==> src/inc/slope_map.svh <==
// Constants of the frequency slope protection: timing, limit curve, register map.
// Assumes a 10 MHz system clock and slope samples in units of 0.01 Hz/s.
`ifndef SLOPE_MAP_SVH
`define SLOPE_MAP_SVH

// ==========================================================
// Clock and time base
`define CLK_PERIOD_NS 100
`define TICK_TIME_NS 1000000
`define TICK_CYCLES (`TICK_TIME_NS / `CLK_PERIOD_NS)
`define TICK_TIME_MS 1

// ==========================================================
// Stage timing, in milliseconds and in ticks
`define PICKUP_TIME_MS 80
`define PICKUP_TICKS (`PICKUP_TIME_MS / `TICK_TIME_MS)
`define START_TIME_MS 60
`define START_TICKS (`START_TIME_MS / `TICK_TIME_MS)
`define STABLE_TIME_MS 80
`define STABLE_TICKS (`STABLE_TIME_MS / `TICK_TIME_MS)

// ==========================================================
// Limit curve for sensitive thresholds (0.01 Hz/s units, ms)
`define LIMIT_KNEE_SLOPE 70
`define LIMIT_BASE_MS 140
`define LIMIT_STEP_MS 2
`define FULL_SCALE_PCT 100

// ==========================================================
// Register byte offsets
`define OFS_CTRL 8'h00
`define OFS_EVT_EN 8'h04
`define OFS_STATUS 8'h08
`define OFS_MASK 8'h0C
`define OFS_STATE 8'h10
`define OFS_START_CNT 8'h14
`define OFS_TRIP_CNT 8'h18
`define OFS_FLT_MAX 8'h1C
`define OFS_ELAPSED_DELAY_PERCENT 8'h20
`define OFS_FREQ 8'h24
`define OFS_SLOPE 8'h28
`define OFS_GRP_BASE 8'h40
`define OFS_GRP_LAST 8'h7C

// ==========================================================
// Field positions and reset values
`define CTRL_EN_BIT 0
`define CTRL_EXT_BIT 3
`define CTRL_RST 32'h0000_0001
`define EVT_EN_RST 4'hF
`define THR_RST 16'h01F4
`define OP_MS_RST 16'h01F4
`define MIN_MS_RST 16'h01F4

`endif

==> src/inc/slope_pkg.sv <==
// Types shared by the slope protection files.
// Assumes slope_map.svh is included wherever offsets are needed.
package slope_pkg;

	// ==========================================================
	// Stage states
	typedef enum logic {ST_IDLE, ST_PICKED} prot_state_t;

	// One setting group: threshold, operate delay, minimum delay
	typedef struct packed {
		logic [15:0] thr;
		logic [15:0] op_ms;
		logic [15:0] min_ms;
	} setting_t;

	// One measurement sample
	typedef struct packed {
		logic [15:0] freq;
		logic [15:0] slope;
	} sample_t;

	// Events logged to the status register
	typedef struct packed {
		logic trip_off;
		logic trip_on;
		logic start_off;
		logic start_on;
	} event_t;

endpackage : slope_pkg

==> src/verilog/ms_tick.sv <==
// Millisecond time base: one-cycle tick every CYCLES clocks.
// Assumes a free-running system clock and synchronous reset.
`timescale 1ns/10ps

module ms_tick #(
	parameter int CYCLES = 10000
) (
	// Clock and reset
	input wire logic ref_clk_i,
	input wire logic sys_rst_i,
	// Tick out
	output logic tick_o
);

	// ==========================================================
	// Counter
	localparam int CW = $clog2(CYCLES);
	logic [CW-1:0] cnt_r, cnt_nxt;
	logic tick_r, tick_nxt;

	// Next count; the tick marks the wrap
	always_comb begin
		cnt_nxt = cnt_r + 1'b1;
		tick_nxt = 1'b0;
		if (cnt_r == CW'(CYCLES - 1)) begin
			cnt_nxt = '0;
			tick_nxt = 1'b1;
		end
	end

	// Register the count
	always_ff @(posedge ref_clk_i) begin
		if (sys_rst_i) begin
			cnt_r <= '0;
			tick_r <= 1'b0;
		end else begin
			cnt_r <= cnt_nxt;
			tick_r <= tick_nxt;
		end
	end

	assign tick_o = tick_r;
endmodule : ms_tick

==> src/verilog/percent_div.sv <==
// Restoring divider used for the elapsed delay percentage.
// Assumes start only while not busy; a zero divisor yields all ones.
`timescale 1ns/10ps

module percent_div #(
	parameter int NUM_W = 24,
	parameter int DEN_W = 16
) (
	// Clock and reset
	input wire logic ref_clk_i,
	input wire logic sys_rst_i,
	// Request
	input wire logic start_i,
	input wire logic [NUM_W-1:0] num_i,
	input wire logic [DEN_W-1:0] den_i,
	// Answer
	output logic busy_o,
	output logic done_o,
	output logic [NUM_W-1:0] quo_o
);

	// ==========================================================
	// State
	localparam int CNT_W = $clog2(NUM_W + 1);
	logic [DEN_W:0] rem_r, rem_nxt;
	logic [NUM_W-1:0] quo_r, quo_nxt;
	logic [DEN_W-1:0] den_r, den_nxt;
	logic [CNT_W-1:0] cnt_r, cnt_nxt;
	logic done_r, done_nxt;
	logic [DEN_W:0] rem_sh;

	// One quotient bit per cycle
	always_comb begin
		rem_nxt = rem_r;
		quo_nxt = quo_r;
		den_nxt = den_r;
		cnt_nxt = cnt_r;
		done_nxt = 1'b0;
		rem_sh = {rem_r[DEN_W-1:0], quo_r[NUM_W-1]};
		if (start_i && cnt_r == '0) begin
			rem_nxt = '0;
			quo_nxt = num_i;
			den_nxt = den_i;
			cnt_nxt = CNT_W'(NUM_W);
		end else if (cnt_r != '0) begin
			cnt_nxt = cnt_r - 1'b1;
			done_nxt = (cnt_r == CNT_W'(1));
			if (rem_sh >= {1'b0, den_r}) begin
				rem_nxt = rem_sh - {1'b0, den_r};
				quo_nxt = {quo_r[NUM_W-2:0], 1'b1};
			end else begin
				rem_nxt = rem_sh;
				quo_nxt = {quo_r[NUM_W-2:0], 1'b0};
			end
		end
	end

	// Register the divider state
	always_ff @(posedge ref_clk_i) begin
		if (sys_rst_i) begin
			rem_r <= '0;
			quo_r <= '0;
			den_r <= '0;
			cnt_r <= '0;
			done_r <= 1'b0;
		end else begin
			rem_r <= rem_nxt;
			quo_r <= quo_nxt;
			den_r <= den_nxt;
			cnt_r <= cnt_nxt;
			done_r <= done_nxt;
		end
	end

	assign busy_o = (cnt_r != '0);
	assign done_o = done_r;
	assign quo_o = quo_r;

endmodule : percent_div

==> src/verilog/slope_protection.sv <==
// Frequency slope protection stage with register port and interrupt.
// Assumes one slope sample per millisecond tick, synchronous to ref_clk_i.
//
// How it works
// Pick up after 80 ms above threshold
// Start output 60 ms after pick-up
// Trip if average slope exceeds threshold
// Definite time needs minimum equal operate delay
// Release when stable 80 ms past delay
// Fluctuations keep pick-up; average from pick-up
// Minimum below operate delay gives inverse time
// Inverse time: threshold times delay over slope
// Operate time never below minimum delay
// Limit curve lengthens time below 0.7 Hz/s
// Four setting groups, selectable input or register
// Enables gate start and trip event logging
// Start and trip counters readable
// Record maximum slope per fault
// Record elapsed delay percent, full on trip
// Present frequency and slope readable
// Release clears outputs, accumulator, timers
// Timing in 1 ms ticks from clock
`timescale 1ns/10ps
`include "slope_map.svh"

module slope_protection #(
	parameter int TICK_CYCLES = `TICK_CYCLES
) (
	// Clock and reset
	input wire logic ref_clk_i,
	input wire logic sys_rst_i,
	// Register port
	input wire logic [7:0] reg_addr_i,
	input wire logic [31:0] reg_wdata_i,
	input wire logic reg_wr_i,
	input wire logic reg_rd_i,
	output logic [31:0] reg_rdata_o,
	// Measurement
	input wire logic sample_valid_i,
	input wire logic [15:0] freq_i,
	input wire logic [15:0] slope_i,
	// Setting group select from digital or virtual inputs
	input wire logic [1:0] grp_sel_i,
	// Stage outputs
	output logic start_o,
	output logic trip_o,
	output logic irq_o
);

	// ==========================================================
	// Helpers
	// Magnitude of a signed slope, saturating the most negative code
	function automatic logic [15:0] mag16(input logic [15:0] v);
		logic [15:0] m;
		m = v[15] ? (~v + 16'h0001) : v;
		if (m[15]) begin
			m = 16'h7FFF;
		end
		return m;
	endfunction : mag16

	// Shortest operate time allowed for a sensitive threshold
	function automatic logic [15:0] limit_ms(input logic [15:0] thr);
		logic [15:0] d;
		d = 16'(`LIMIT_KNEE_SLOPE) - thr;
		if (thr >= 16'(`LIMIT_KNEE_SLOPE)) begin
			return 16'h0000;
		end
		return 16'(`LIMIT_BASE_MS) + 16'(d * 16'(`LIMIT_STEP_MS));
	endfunction : limit_ms

	// ==========================================================
	// Time base and divider
	logic tick;
	logic div_start, div_busy, div_done;
	logic [23:0] div_num, div_quo;
	slope_pkg::setting_t set; // Active setting group

	ms_tick #(
		.CYCLES(TICK_CYCLES)
	) u_tick (
		.ref_clk_i(ref_clk_i),
		.sys_rst_i(sys_rst_i),
		.tick_o(tick)
	);

	percent_div #(
		.NUM_W(24),
		.DEN_W(16)
	) u_div (
		.ref_clk_i(ref_clk_i),
		.sys_rst_i(sys_rst_i),
		.start_i(div_start),
		.num_i(div_num),
		.den_i(set.op_ms),
		.busy_o(div_busy),
		.done_o(div_done),
		.quo_o(div_quo)
	);

	// ==========================================================
	// State declarations
	// Bus side
	logic [31:0] ctrl_r, ctrl_nxt; // Enable, manual group, source select
	logic [3:0] evt_en_r, evt_en_nxt; // Event logging enables
	logic [3:0] status_r, status_nxt; // Sticky events, write one to clear
	logic [3:0] mask_r, mask_nxt; // Interrupt mask
	logic [31:0] rdata_r, rdata_nxt;
	logic irq_r, irq_nxt;
	slope_pkg::setting_t grp_r [4]; // Four setting groups
	slope_pkg::setting_t grp_nxt [4];
	slope_pkg::sample_t smp_r, smp_nxt; // Latest measurement
	// Stage side
	slope_pkg::prot_state_t state_r, state_nxt;
	logic [15:0] above_r, above_nxt; // Ticks continuously above threshold
	logic [15:0] elapsed_r, elapsed_nxt; // Ticks since pick-up
	logic [15:0] stable_r, stable_nxt; // Ticks continuously below threshold
	logic [31:0] acc_r, acc_nxt; // Slope sum since pick-up
	logic start_r, start_nxt;
	logic trip_r, trip_nxt;
	logic [15:0] start_cnt_r, start_cnt_nxt;
	logic [15:0] trip_cnt_r, trip_cnt_nxt;
	logic [15:0] flt_run_r, flt_run_nxt; // Running maximum in this fault
	logic [15:0] flt_max_r, flt_max_nxt; // Maximum of the last fault
	logic [15:0] elapsed_delay_percent_r, elapsed_delay_percent_nxt; // Elapsed delay percent of last fault
	// Combinational terms
	slope_pkg::event_t evt;
	logic [1:0] act_grp;
	logic [15:0] abs_slope, slope_minimum_delay_eff, op_eff; // Minimum and operate delay in force
	logic [31:0] thr_op;
	logic above, trip_cond, release_cond, pend;

	// ==========================================================
	// Active settings and derived thresholds
	always_comb begin
		act_grp = ctrl_r[`CTRL_EXT_BIT] ? grp_sel_i : ctrl_r[2:1];
		set = grp_r[act_grp];
		abs_slope = mag16(smp_r.slope);
		above = abs_slope > set.thr;
		// Minimum delay, lengthened by the limit curve when sensitive
		slope_minimum_delay_eff = set.min_ms;
		if (limit_ms(set.thr) > set.min_ms) begin
			slope_minimum_delay_eff = limit_ms(set.thr);
		end
		// A lengthened minimum stretches the window too, else no trip could ever fall in it
		op_eff = set.op_ms;
		if (slope_minimum_delay_eff > set.op_ms) begin
			op_eff = slope_minimum_delay_eff;
		end
		thr_op = set.thr * op_eff;
		// Average above threshold at time t is acc > thr*t; inverse time
		// trips once acc exceeds thr*op, never past op nor before slope_minimum_delay
		trip_cond = (acc_r > thr_op) && (elapsed_r >= slope_minimum_delay_eff) && (elapsed_r <= op_eff);
		release_cond = (stable_r >= 16'(`STABLE_TICKS)) && (trip_r || elapsed_r > op_eff);
		evt.start_on = start_nxt && !start_r && evt_en_r[0];
		evt.start_off = !start_nxt && start_r && evt_en_r[1];
		evt.trip_on = trip_nxt && !trip_r && evt_en_r[2];
		evt.trip_off = !trip_nxt && trip_r && evt_en_r[3];
		pend = |(status_r & mask_r);
	end

	// ==========================================================
	// Stage next state, advanced once per tick while enabled
	always_comb begin
		state_nxt = state_r;
		above_nxt = above_r;
		elapsed_nxt = elapsed_r;
		stable_nxt = stable_r;
		acc_nxt = acc_r;
		start_nxt = start_r;
		trip_nxt = trip_r;
		start_cnt_nxt = start_cnt_r;
		trip_cnt_nxt = trip_cnt_r;
		flt_run_nxt = flt_run_r;
		flt_max_nxt = flt_max_r;
		elapsed_delay_percent_nxt = elapsed_delay_percent_r;
		div_start = 1'b0;
		div_num = 24'(elapsed_r) * 24'(`FULL_SCALE_PCT);
		if (div_done) begin
			elapsed_delay_percent_nxt = (div_quo > 24'h00FFFF) ? 16'hFFFF : div_quo[15:0];
		end
		if (!ctrl_r[`CTRL_EN_BIT]) begin
			// Disabled stage drops state, timers, accumulator and outputs at once
			state_nxt = slope_pkg::ST_IDLE;
			above_nxt = '0;
			elapsed_nxt = '0;
			stable_nxt = '0;
			acc_nxt = '0;
			start_nxt = 1'b0;
			trip_nxt = 1'b0;
		end else if (tick) begin
			case (state_r)
				slope_pkg::ST_IDLE: begin
					above_nxt = above ? above_r + 16'h0001 : 16'h0000;
					if (above && above_r + 16'h0001 >= 16'(`PICKUP_TICKS)) begin
						state_nxt = slope_pkg::ST_PICKED;
						above_nxt = '0;
						elapsed_nxt = '0;
						stable_nxt = '0;
						acc_nxt = '0;
						flt_run_nxt = abs_slope;
					end
				end
				slope_pkg::ST_PICKED: begin
					// Short dips only advance the stability count
					elapsed_nxt = (elapsed_r == 16'hFFFF) ? elapsed_r : elapsed_r + 16'h0001;
					acc_nxt = acc_r + 32'(abs_slope);
					stable_nxt = above ? 16'h0000 : stable_r + 16'h0001;
					if (abs_slope > flt_run_r) begin
						flt_run_nxt = abs_slope;
					end
					if (elapsed_r + 16'h0001 >= 16'(`START_TICKS) && !start_r) begin
						start_nxt = 1'b1;
						start_cnt_nxt = start_cnt_r + 16'h0001;
					end
					if (trip_cond && !trip_r) begin
						trip_nxt = 1'b1;
						trip_cnt_nxt = trip_cnt_r + 16'h0001;
					end
					if (release_cond) begin
						// Clear for the next pick-up and close the record
						state_nxt = slope_pkg::ST_IDLE;
						elapsed_nxt = '0;
						stable_nxt = '0;
						acc_nxt = '0;
						start_nxt = 1'b0;
						trip_nxt = 1'b0;
						flt_max_nxt = flt_run_r;
						if (trip_r) begin
							elapsed_delay_percent_nxt = 16'(`FULL_SCALE_PCT);
						end else if (!div_busy) begin
							div_start = 1'b1;
						end
					end
				end
				default: state_nxt = slope_pkg::ST_IDLE;
			endcase
		end
	end

	// Register the stage
	always_ff @(posedge ref_clk_i) begin
		if (sys_rst_i) begin
			state_r <= slope_pkg::ST_IDLE;
			above_r <= '0;
			elapsed_r <= '0;
			stable_r <= '0;
			acc_r <= '0;
			start_r <= 1'b0;
			trip_r <= 1'b0;
			start_cnt_r <= '0;
			trip_cnt_r <= '0;
			flt_run_r <= '0;
			flt_max_r <= '0;
			elapsed_delay_percent_r <= '0;
		end else begin
			state_r <= state_nxt;
			above_r <= above_nxt;
			elapsed_r <= elapsed_nxt;
			stable_r <= stable_nxt;
			acc_r <= acc_nxt;
			start_r <= start_nxt;
			trip_r <= trip_nxt;
			start_cnt_r <= start_cnt_nxt;
			trip_cnt_r <= trip_cnt_nxt;
			flt_run_r <= flt_run_nxt;
			flt_max_r <= flt_max_nxt;
			elapsed_delay_percent_r <= elapsed_delay_percent_nxt;
		end
	end

	// ==========================================================
	// Register port next state
	always_comb begin
		ctrl_nxt = ctrl_r;
		evt_en_nxt = evt_en_r;
		mask_nxt = mask_r;
		grp_nxt = grp_r;
		smp_nxt = smp_r;
		rdata_nxt = 32'h0000_0000;
		irq_nxt = pend;
		status_nxt = status_r;
		if (sample_valid_i) begin
			smp_nxt = {freq_i, slope_i};
		end
		if (reg_wr_i) begin
			if (reg_addr_i == `OFS_CTRL) begin
				ctrl_nxt = {28'h0000000, reg_wdata_i[3:0]};
			end else if (reg_addr_i == `OFS_EVT_EN) begin
				evt_en_nxt = reg_wdata_i[3:0];
			end else if (reg_addr_i == `OFS_STATUS) begin
				status_nxt = status_r & ~reg_wdata_i[3:0];
			end else if (reg_addr_i == `OFS_MASK) begin
				mask_nxt = reg_wdata_i[3:0];
			end else if (reg_addr_i >= `OFS_GRP_BASE && reg_addr_i <= `OFS_GRP_LAST) begin
				if (reg_addr_i[3:2] == 2'h0) begin
					grp_nxt[reg_addr_i[5:4]].thr = reg_wdata_i[15:0];
				end else if (reg_addr_i[3:2] == 2'h1) begin
					grp_nxt[reg_addr_i[5:4]].op_ms = reg_wdata_i[15:0];
				end else if (reg_addr_i[3:2] == 2'h2) begin
					grp_nxt[reg_addr_i[5:4]].min_ms = reg_wdata_i[15:0];
				end
			end
		end
		// New events win over a clear in the same cycle
		status_nxt = status_nxt | evt;
		if (reg_rd_i) begin
			if (reg_addr_i == `OFS_CTRL) begin
				rdata_nxt = ctrl_r;
			end else if (reg_addr_i == `OFS_EVT_EN) begin
				rdata_nxt = {28'h0000000, evt_en_r};
			end else if (reg_addr_i == `OFS_STATUS) begin
				rdata_nxt = {28'h0000000, status_r};
			end else if (reg_addr_i == `OFS_MASK) begin
				rdata_nxt = {28'h0000000, mask_r};
			end else if (reg_addr_i == `OFS_STATE) begin
				rdata_nxt = {26'h0, act_grp, 1'b0, state_r == slope_pkg::ST_PICKED,
					trip_r, start_r};
			end else if (reg_addr_i == `OFS_START_CNT) begin
				rdata_nxt = {16'h0000, start_cnt_r};
			end else if (reg_addr_i == `OFS_TRIP_CNT) begin
				rdata_nxt = {16'h0000, trip_cnt_r};
			end else if (reg_addr_i == `OFS_FLT_MAX) begin
				rdata_nxt = {16'h0000, flt_max_r};
			end else if (reg_addr_i == `OFS_ELAPSED_DELAY_PERCENT) begin
				rdata_nxt = {16'h0000, elapsed_delay_percent_r};
			end else if (reg_addr_i == `OFS_FREQ) begin
				rdata_nxt = {16'h0000, smp_r.freq};
			end else if (reg_addr_i == `OFS_SLOPE) begin
				rdata_nxt = {16'h0000, smp_r.slope};
			end else if (reg_addr_i >= `OFS_GRP_BASE && reg_addr_i <= `OFS_GRP_LAST) begin
				if (reg_addr_i[3:2] == 2'h0) begin
					rdata_nxt = {16'h0000, grp_r[reg_addr_i[5:4]].thr};
				end else if (reg_addr_i[3:2] == 2'h1) begin
					rdata_nxt = {16'h0000, grp_r[reg_addr_i[5:4]].op_ms};
				end else if (reg_addr_i[3:2] == 2'h2) begin
					rdata_nxt = {16'h0000, grp_r[reg_addr_i[5:4]].min_ms};
				end
			end
		end
	end

	// Register the port side; settings reset to defaults
	always_ff @(posedge ref_clk_i) begin
		if (sys_rst_i) begin
			ctrl_r <= `CTRL_RST;
			evt_en_r <= `EVT_EN_RST;
			status_r <= 4'h0;
			mask_r <= 4'h0;
			rdata_r <= 32'h0000_0000;
			irq_r <= 1'b0;
			smp_r <= '0;
			for (int g = 0; g < 4; g++) begin
				grp_r[g] <= {`THR_RST, `OP_MS_RST, `MIN_MS_RST};
			end
		end else begin
			ctrl_r <= ctrl_nxt;
			evt_en_r <= evt_en_nxt;
			status_r <= status_nxt;
			mask_r <= mask_nxt;
			rdata_r <= rdata_nxt;
			irq_r <= irq_nxt;
			smp_r <= smp_nxt;
			grp_r <= grp_nxt;
		end
	end

	assign reg_rdata_o = rdata_r;
	assign start_o = start_r;
	assign trip_o = trip_r;
	assign irq_o = irq_r;
endmodule : slope_protection

==> config.mk <==
export PLATFORM = sky130hd
export DESIGN_NAME = slope_protection
export DESIGN_NICKNAME = d
export VERILOG_FILES = /design/src/inc/slope_pkg.sv /design/src/verilog/ms_tick.sv /design/src/verilog/percent_div.sv /design/src/verilog/slope_protection.sv
export VERILOG_INCLUDE_DIRS = /design/src /design/src/inc
export SDC_FILE = /design/constraint.sdc
export NUM_CORES = 2
export LEC_CHECK = 0
export ABC_AREA = 1
export BUFFER_PORTS_ARGS = -buffer_cell sky130_fd_sc_hd__buf_2
export CAP_MARGIN = 10
export CORE_MARGIN = 3
export CORE_UTILIZATION = 25
export CTS_CLUSTER_DIAMETER = 120
export DETAILED_ROUTE_END_ITERATION = 10
export SLEW_MARGIN = 20
export SYNTH_ARGS = -nofsm -noshare
export SYNTH_HDL_FRONTEND = slang
export SYNTH_SLANG_ARGS = --single-unit
export TNS_END_PERCENT = 50
==> constraint.sdc <==
create_clock -name ref_clk_i -period 16.3 [get_ports ref_clk_i]
set_clock_uncertainty 0.2 [all_clocks]
set_input_delay 2.445 -clock ref_clk_i [delete_from_list [all_inputs] [get_ports ref_clk_i]]
set_output_delay 2.445 -clock ref_clk_i [all_outputs]
set_load 0.02 [all_outputs]
==> results by group <==
Status
  – Status: finished clean

Timing
  – Max Clk Rate: 65.0 MHz
  – Setup WS post-layout: 0.915 ns
  – Endpoints failing setup: 0
  – Max-slew violation count: 0
  – Crit share post-route: 94.4%
  – Worst Tran Pin Value: between 1 and 1.5 ns
  – Final Hold Fails: 0
  – Relative slew slack: 26.3%
  – Fin crit period: about 15 ns
  – TNS Setup: 0 ns

Clocking
  – H-Tree Depth: 2
  – Post-CTS setup repair buffer count: 0
  – CTS Root Cell: clkbuf_16
  – TritonCTS Buffers: 58
  – Cts hold-fix bufs: 0
  – Largest buffer count on any clock path: 3
  – Worst-path clk slew: around 0.06 ns
  – Clock latency reported for the late side of the worst-skew pair: slightly below 0.7 ns
  – CTS tree: yes
  – CTS resizes: 0
  – Clock sinks: 495

Synthesis
  – Post-synthesis cell count: 5501
  – Post-synthesis register bit count: 495
  – Sequential area share after synthesis: about a quarter
  – Synth async-reset ratio: 0%
  – Post-synth EDFFs: 0
  – Most used flip-flop cell after synthesis: dfxtp_1
  – Synth warn: 0
  – Synth Area in Simple Gates: between 20% and 30%
  – Main area contributors after synthesis: dfxtp_1, fa_1, ha_1
  – Post-synth top area cell: dfxtp_1
  – Avg Synthesized Cell Area: a little over 7 µm²
  – Post-Syn Area: 0.0390 mm²
  – Largest family of logic cells by synthesized area: simple AND/OR/NAND/NOR gates
  – Synth top area share: around 25%
  – Share of synthesized area spent on multiplexers: 0%
  – Compound-gate portion of the synthesized area: around 18%
  – XOR/XNOR Fraction of Synth Area: between 2 and 3%
  – Synth unique cells: 63
  – Post-synthesis adder-cell area fraction: between 20% and 30%

Min path
  – Worst hold start: u_tick.cnt_r[0]
  – HP Class: reg -> reg
  – Hold endpoint: u_tick.cnt_r[0]
  – Cell count of the worst hold path: 1

GRT
  – Total GRT Usage: between 10% and 20%
  – Vias in the first global route: around 36000
  – GR Layer Usage met1: roughly 22%
  – First-pass GRT wire length: 208000 µm
  – Largest net degree at the start of global routing: around 110
  – GR Util met2: around 26%
  – Total gr overflow: 0
  – Antenna violations before repair: 3
  – Grt met3 use: about 2.7%
  – GR peak layer: met2

Cells and area
  – Final instance area: about 0.044 mm²
  – Syn-to-layout area delta: 12.4%
  – # nets final: a little over 6000
  – Fillcell total: ~17000
  – Layout cell share with drive strength beyond 1: approximately 7.0%

Drt
  – Vias: between 30000 and 40000
  – DRT Pass-1 Iters: 5
  – DRT iter0 DRCs: about 3400
  – Routed Antenna Nets: 0
  – WL/cell: 17.7 µm
  – Final WL: 135000 µm
  – # DRC: 0
  – Vias per inst: about 4.9

Placed design
  – Area after DPL: between 0.04 and 0.05 mm²
  – PortBufs: between 80 and 90
  – Routability cong.: between 0.9 and 1
  – DP Wirelength: approximately 100000 µm
  – Setup WS pre-CTS: about 0.30 ns

Pwr
  – Leakage: slightly below 20 nW
  – Overall power: slightly above 4 mW
  – Sequential share of power: a little under a third
  – Worst IR Drop VDD: approximately 0.12 mV
  – Power per cell area: approximately 94 mW/mm²
  – NetSw: ~1.5 mW
  – Part of the power in combinational logic: a little over a third
  – Sw frac: between 30% and 40%
  – Clock network power share: between 30% and 40%
  – Int Power: 2.59 mW

Setup path
  – Crit path max-delay cell type: a32oi_1
  – Crit start category: primary input
  – R2R depth: 65
  – Worst-path fanout max: 35
  – CP Launch Point: grp_sel_i[0]
  – Worst Setup Path Type: in -> reg
  – WP data arrival: 15.77 ns
  – FF-to-FF Start: ctrl_r[2]
  – Setup crit end kind: flop
  – Max stage delay on crit path: around 0.60 ns
  – Most frequent CP cell: nand2_1
  – R2r endpoint: trip_cnt_r[13]
  – R2R Setup Slk: roughly 2.1 ns
  – WP data required: 16.69 ns

Floorplanning
  – Die H: approximately 400 µm
  – Num ports: ~110
  – Die area: 0.161 mm²
  – Die width: around 400 µm
  – Cell row count: between 100 and 150
  – Initial Util: approximately a quarter
  – Core area: 0.155 mm²

Job
  – Number of max-cap violations: 0
## layer usage
| metal | vias up | part of all wire [%] |
|---|---|---|
| met4 | 2 | 4.6 |
| met3 | 274 | 7.2 |
| met1 | 17702 | 44 |
| met2 | 1309 | 44 |
| met5 | - | 0.0096 |
| li1 | 18051 | - |
## critical path: cells and delay by family
kind,cells,cell delay (ns)
and+or+nand+nor,26,3.83
AOI/OAI and AO/OA,11,3.12
adders and majority gates,10,3.98
buffers and inverters,14,2.34
## layout by cell type (no fill, tap or decap), drive strengths merged, types with 47 or more instances in the layout
| cell | n |
|---|---|
| nor2 | 631 |
| o21ai | 436 |
| a21oi | 444 |
| o211ai | 93 |
| xnor2 | 47 |
| nand4 | 95 |
| nor3 | 89 |
| buf | 191 |
| nand2 | 992 |
| inv | 791 |
| ha | 326 |
| o22ai | 81 |
| clkbuf | 85 |
| fa | 207 |
| xor2 | 82 |
| nand3 | 201 |
| dfxtp | 495 |
## state kept, by name, indices dropped and copies added, names as in the netlist, 5 cells and up
signal / count
elapsed_delay_percent_r: 16
u_div.rem_r: 16
stable_r: 16
elapsed_r: 16
u_div.den_r: 16
flt_max_r: 15
reg_rdata_o: 16
above_r: 16
u_div.quo_o: 24
smp_r: 32
grp_r: 192
acc_r: 32
start_cnt_r: 16
u_div.cnt_r: 5
trip_cnt_r: 16
flt_run_r: 15
u_tick.cnt_r: 14
## final cells by class
type	count	area, µm²	share of cell area [%]
inverters	807	3040	6.93
clock inverters	24	369	0.842
clock buffers	85	1680	3.84
multi-input cells	3962	25000	57.1
repair buffers	191	1230	2.81
diodes	4	10.0	0.0228
flip-flops and latches	495	9910	22.6
well taps	2044	2560	5.83
## cell families (layout without fill, tap and decap cells)
family	Yosys count	in the layout
fa+ha+maj	533	533
xor+xnor	129	129
compound gates	1207	1207
simple gates	2070	2070
other cells	1	27
buf+inv	1066	1107
flops	495	495
## how the worst max path moves through the flow
| stage | endpoint | slack, ns | depth (start not counted) |
|---|---|---|---|
| 2_1_floorplan | trip_cnt_r[1] | 2.07 | 69 |
| 3_3_place_gp | trip_cnt_r[6] | 0.31 | 71 |
| 3_5_place_dp | trip_cnt_r[13] | 0.30 | 67 |
| 4_1_cts | trip_cnt_r[13] | 0.92 | 67 |
| 5_1_grt | trip_cnt_r[9] | -0.002 | 67 |
| 6_report | trip_cnt_r[13] | 0.92 | 61 |
## power groups by stage
stage                     clock (mW)  combinational [mW]  sequential, mW
final                           1.40                1.45            1.28
after global routing            1.47                1.66            1.28
after CTS                       1.43                1.44            1.28
after detailed placement           0                1.43            1.30
after global placement             0                1.41            1.30
after floorplan                    0                1.06            1.29
## cells in the mapped netlist, drive strengths merged (3+ instances only)
cell type  instances
o21a              11
a22oi             13
clkbuf           196
a21o               7
buf               63
o221ai             7
xor2              82
dfxtp            495
nor3b              9
nor4              21
inv              791
a21oi            444
nand3            201
o2111ai           26
or2               18
a21boi             8
nor2             631
and3               4
a32oi             11
o311ai             3
nand4             95
a211oi            10
clkinv            16
a31oi             28
nor3              89
o22ai             81
nand2            992
o31ai             10
a221oi            10
o21ai            436
and2               3
nand3b             6
ha               326
xnor2             47
o21bai             5
o211ai            93
fa               207
## stage by stage
stage               instances  hold slack [ns]  utilization, %
finish                   7612            0.250            28.4
CTS                      7608            0.262            28.3
global route             7608            0.285            28.4
floorplan                5523            0.218               -
global placement         7499            0.227            27.0
detailed placement       7499            0.248            27.0
No activity file was read; power rests on OpenSTA's default activity.
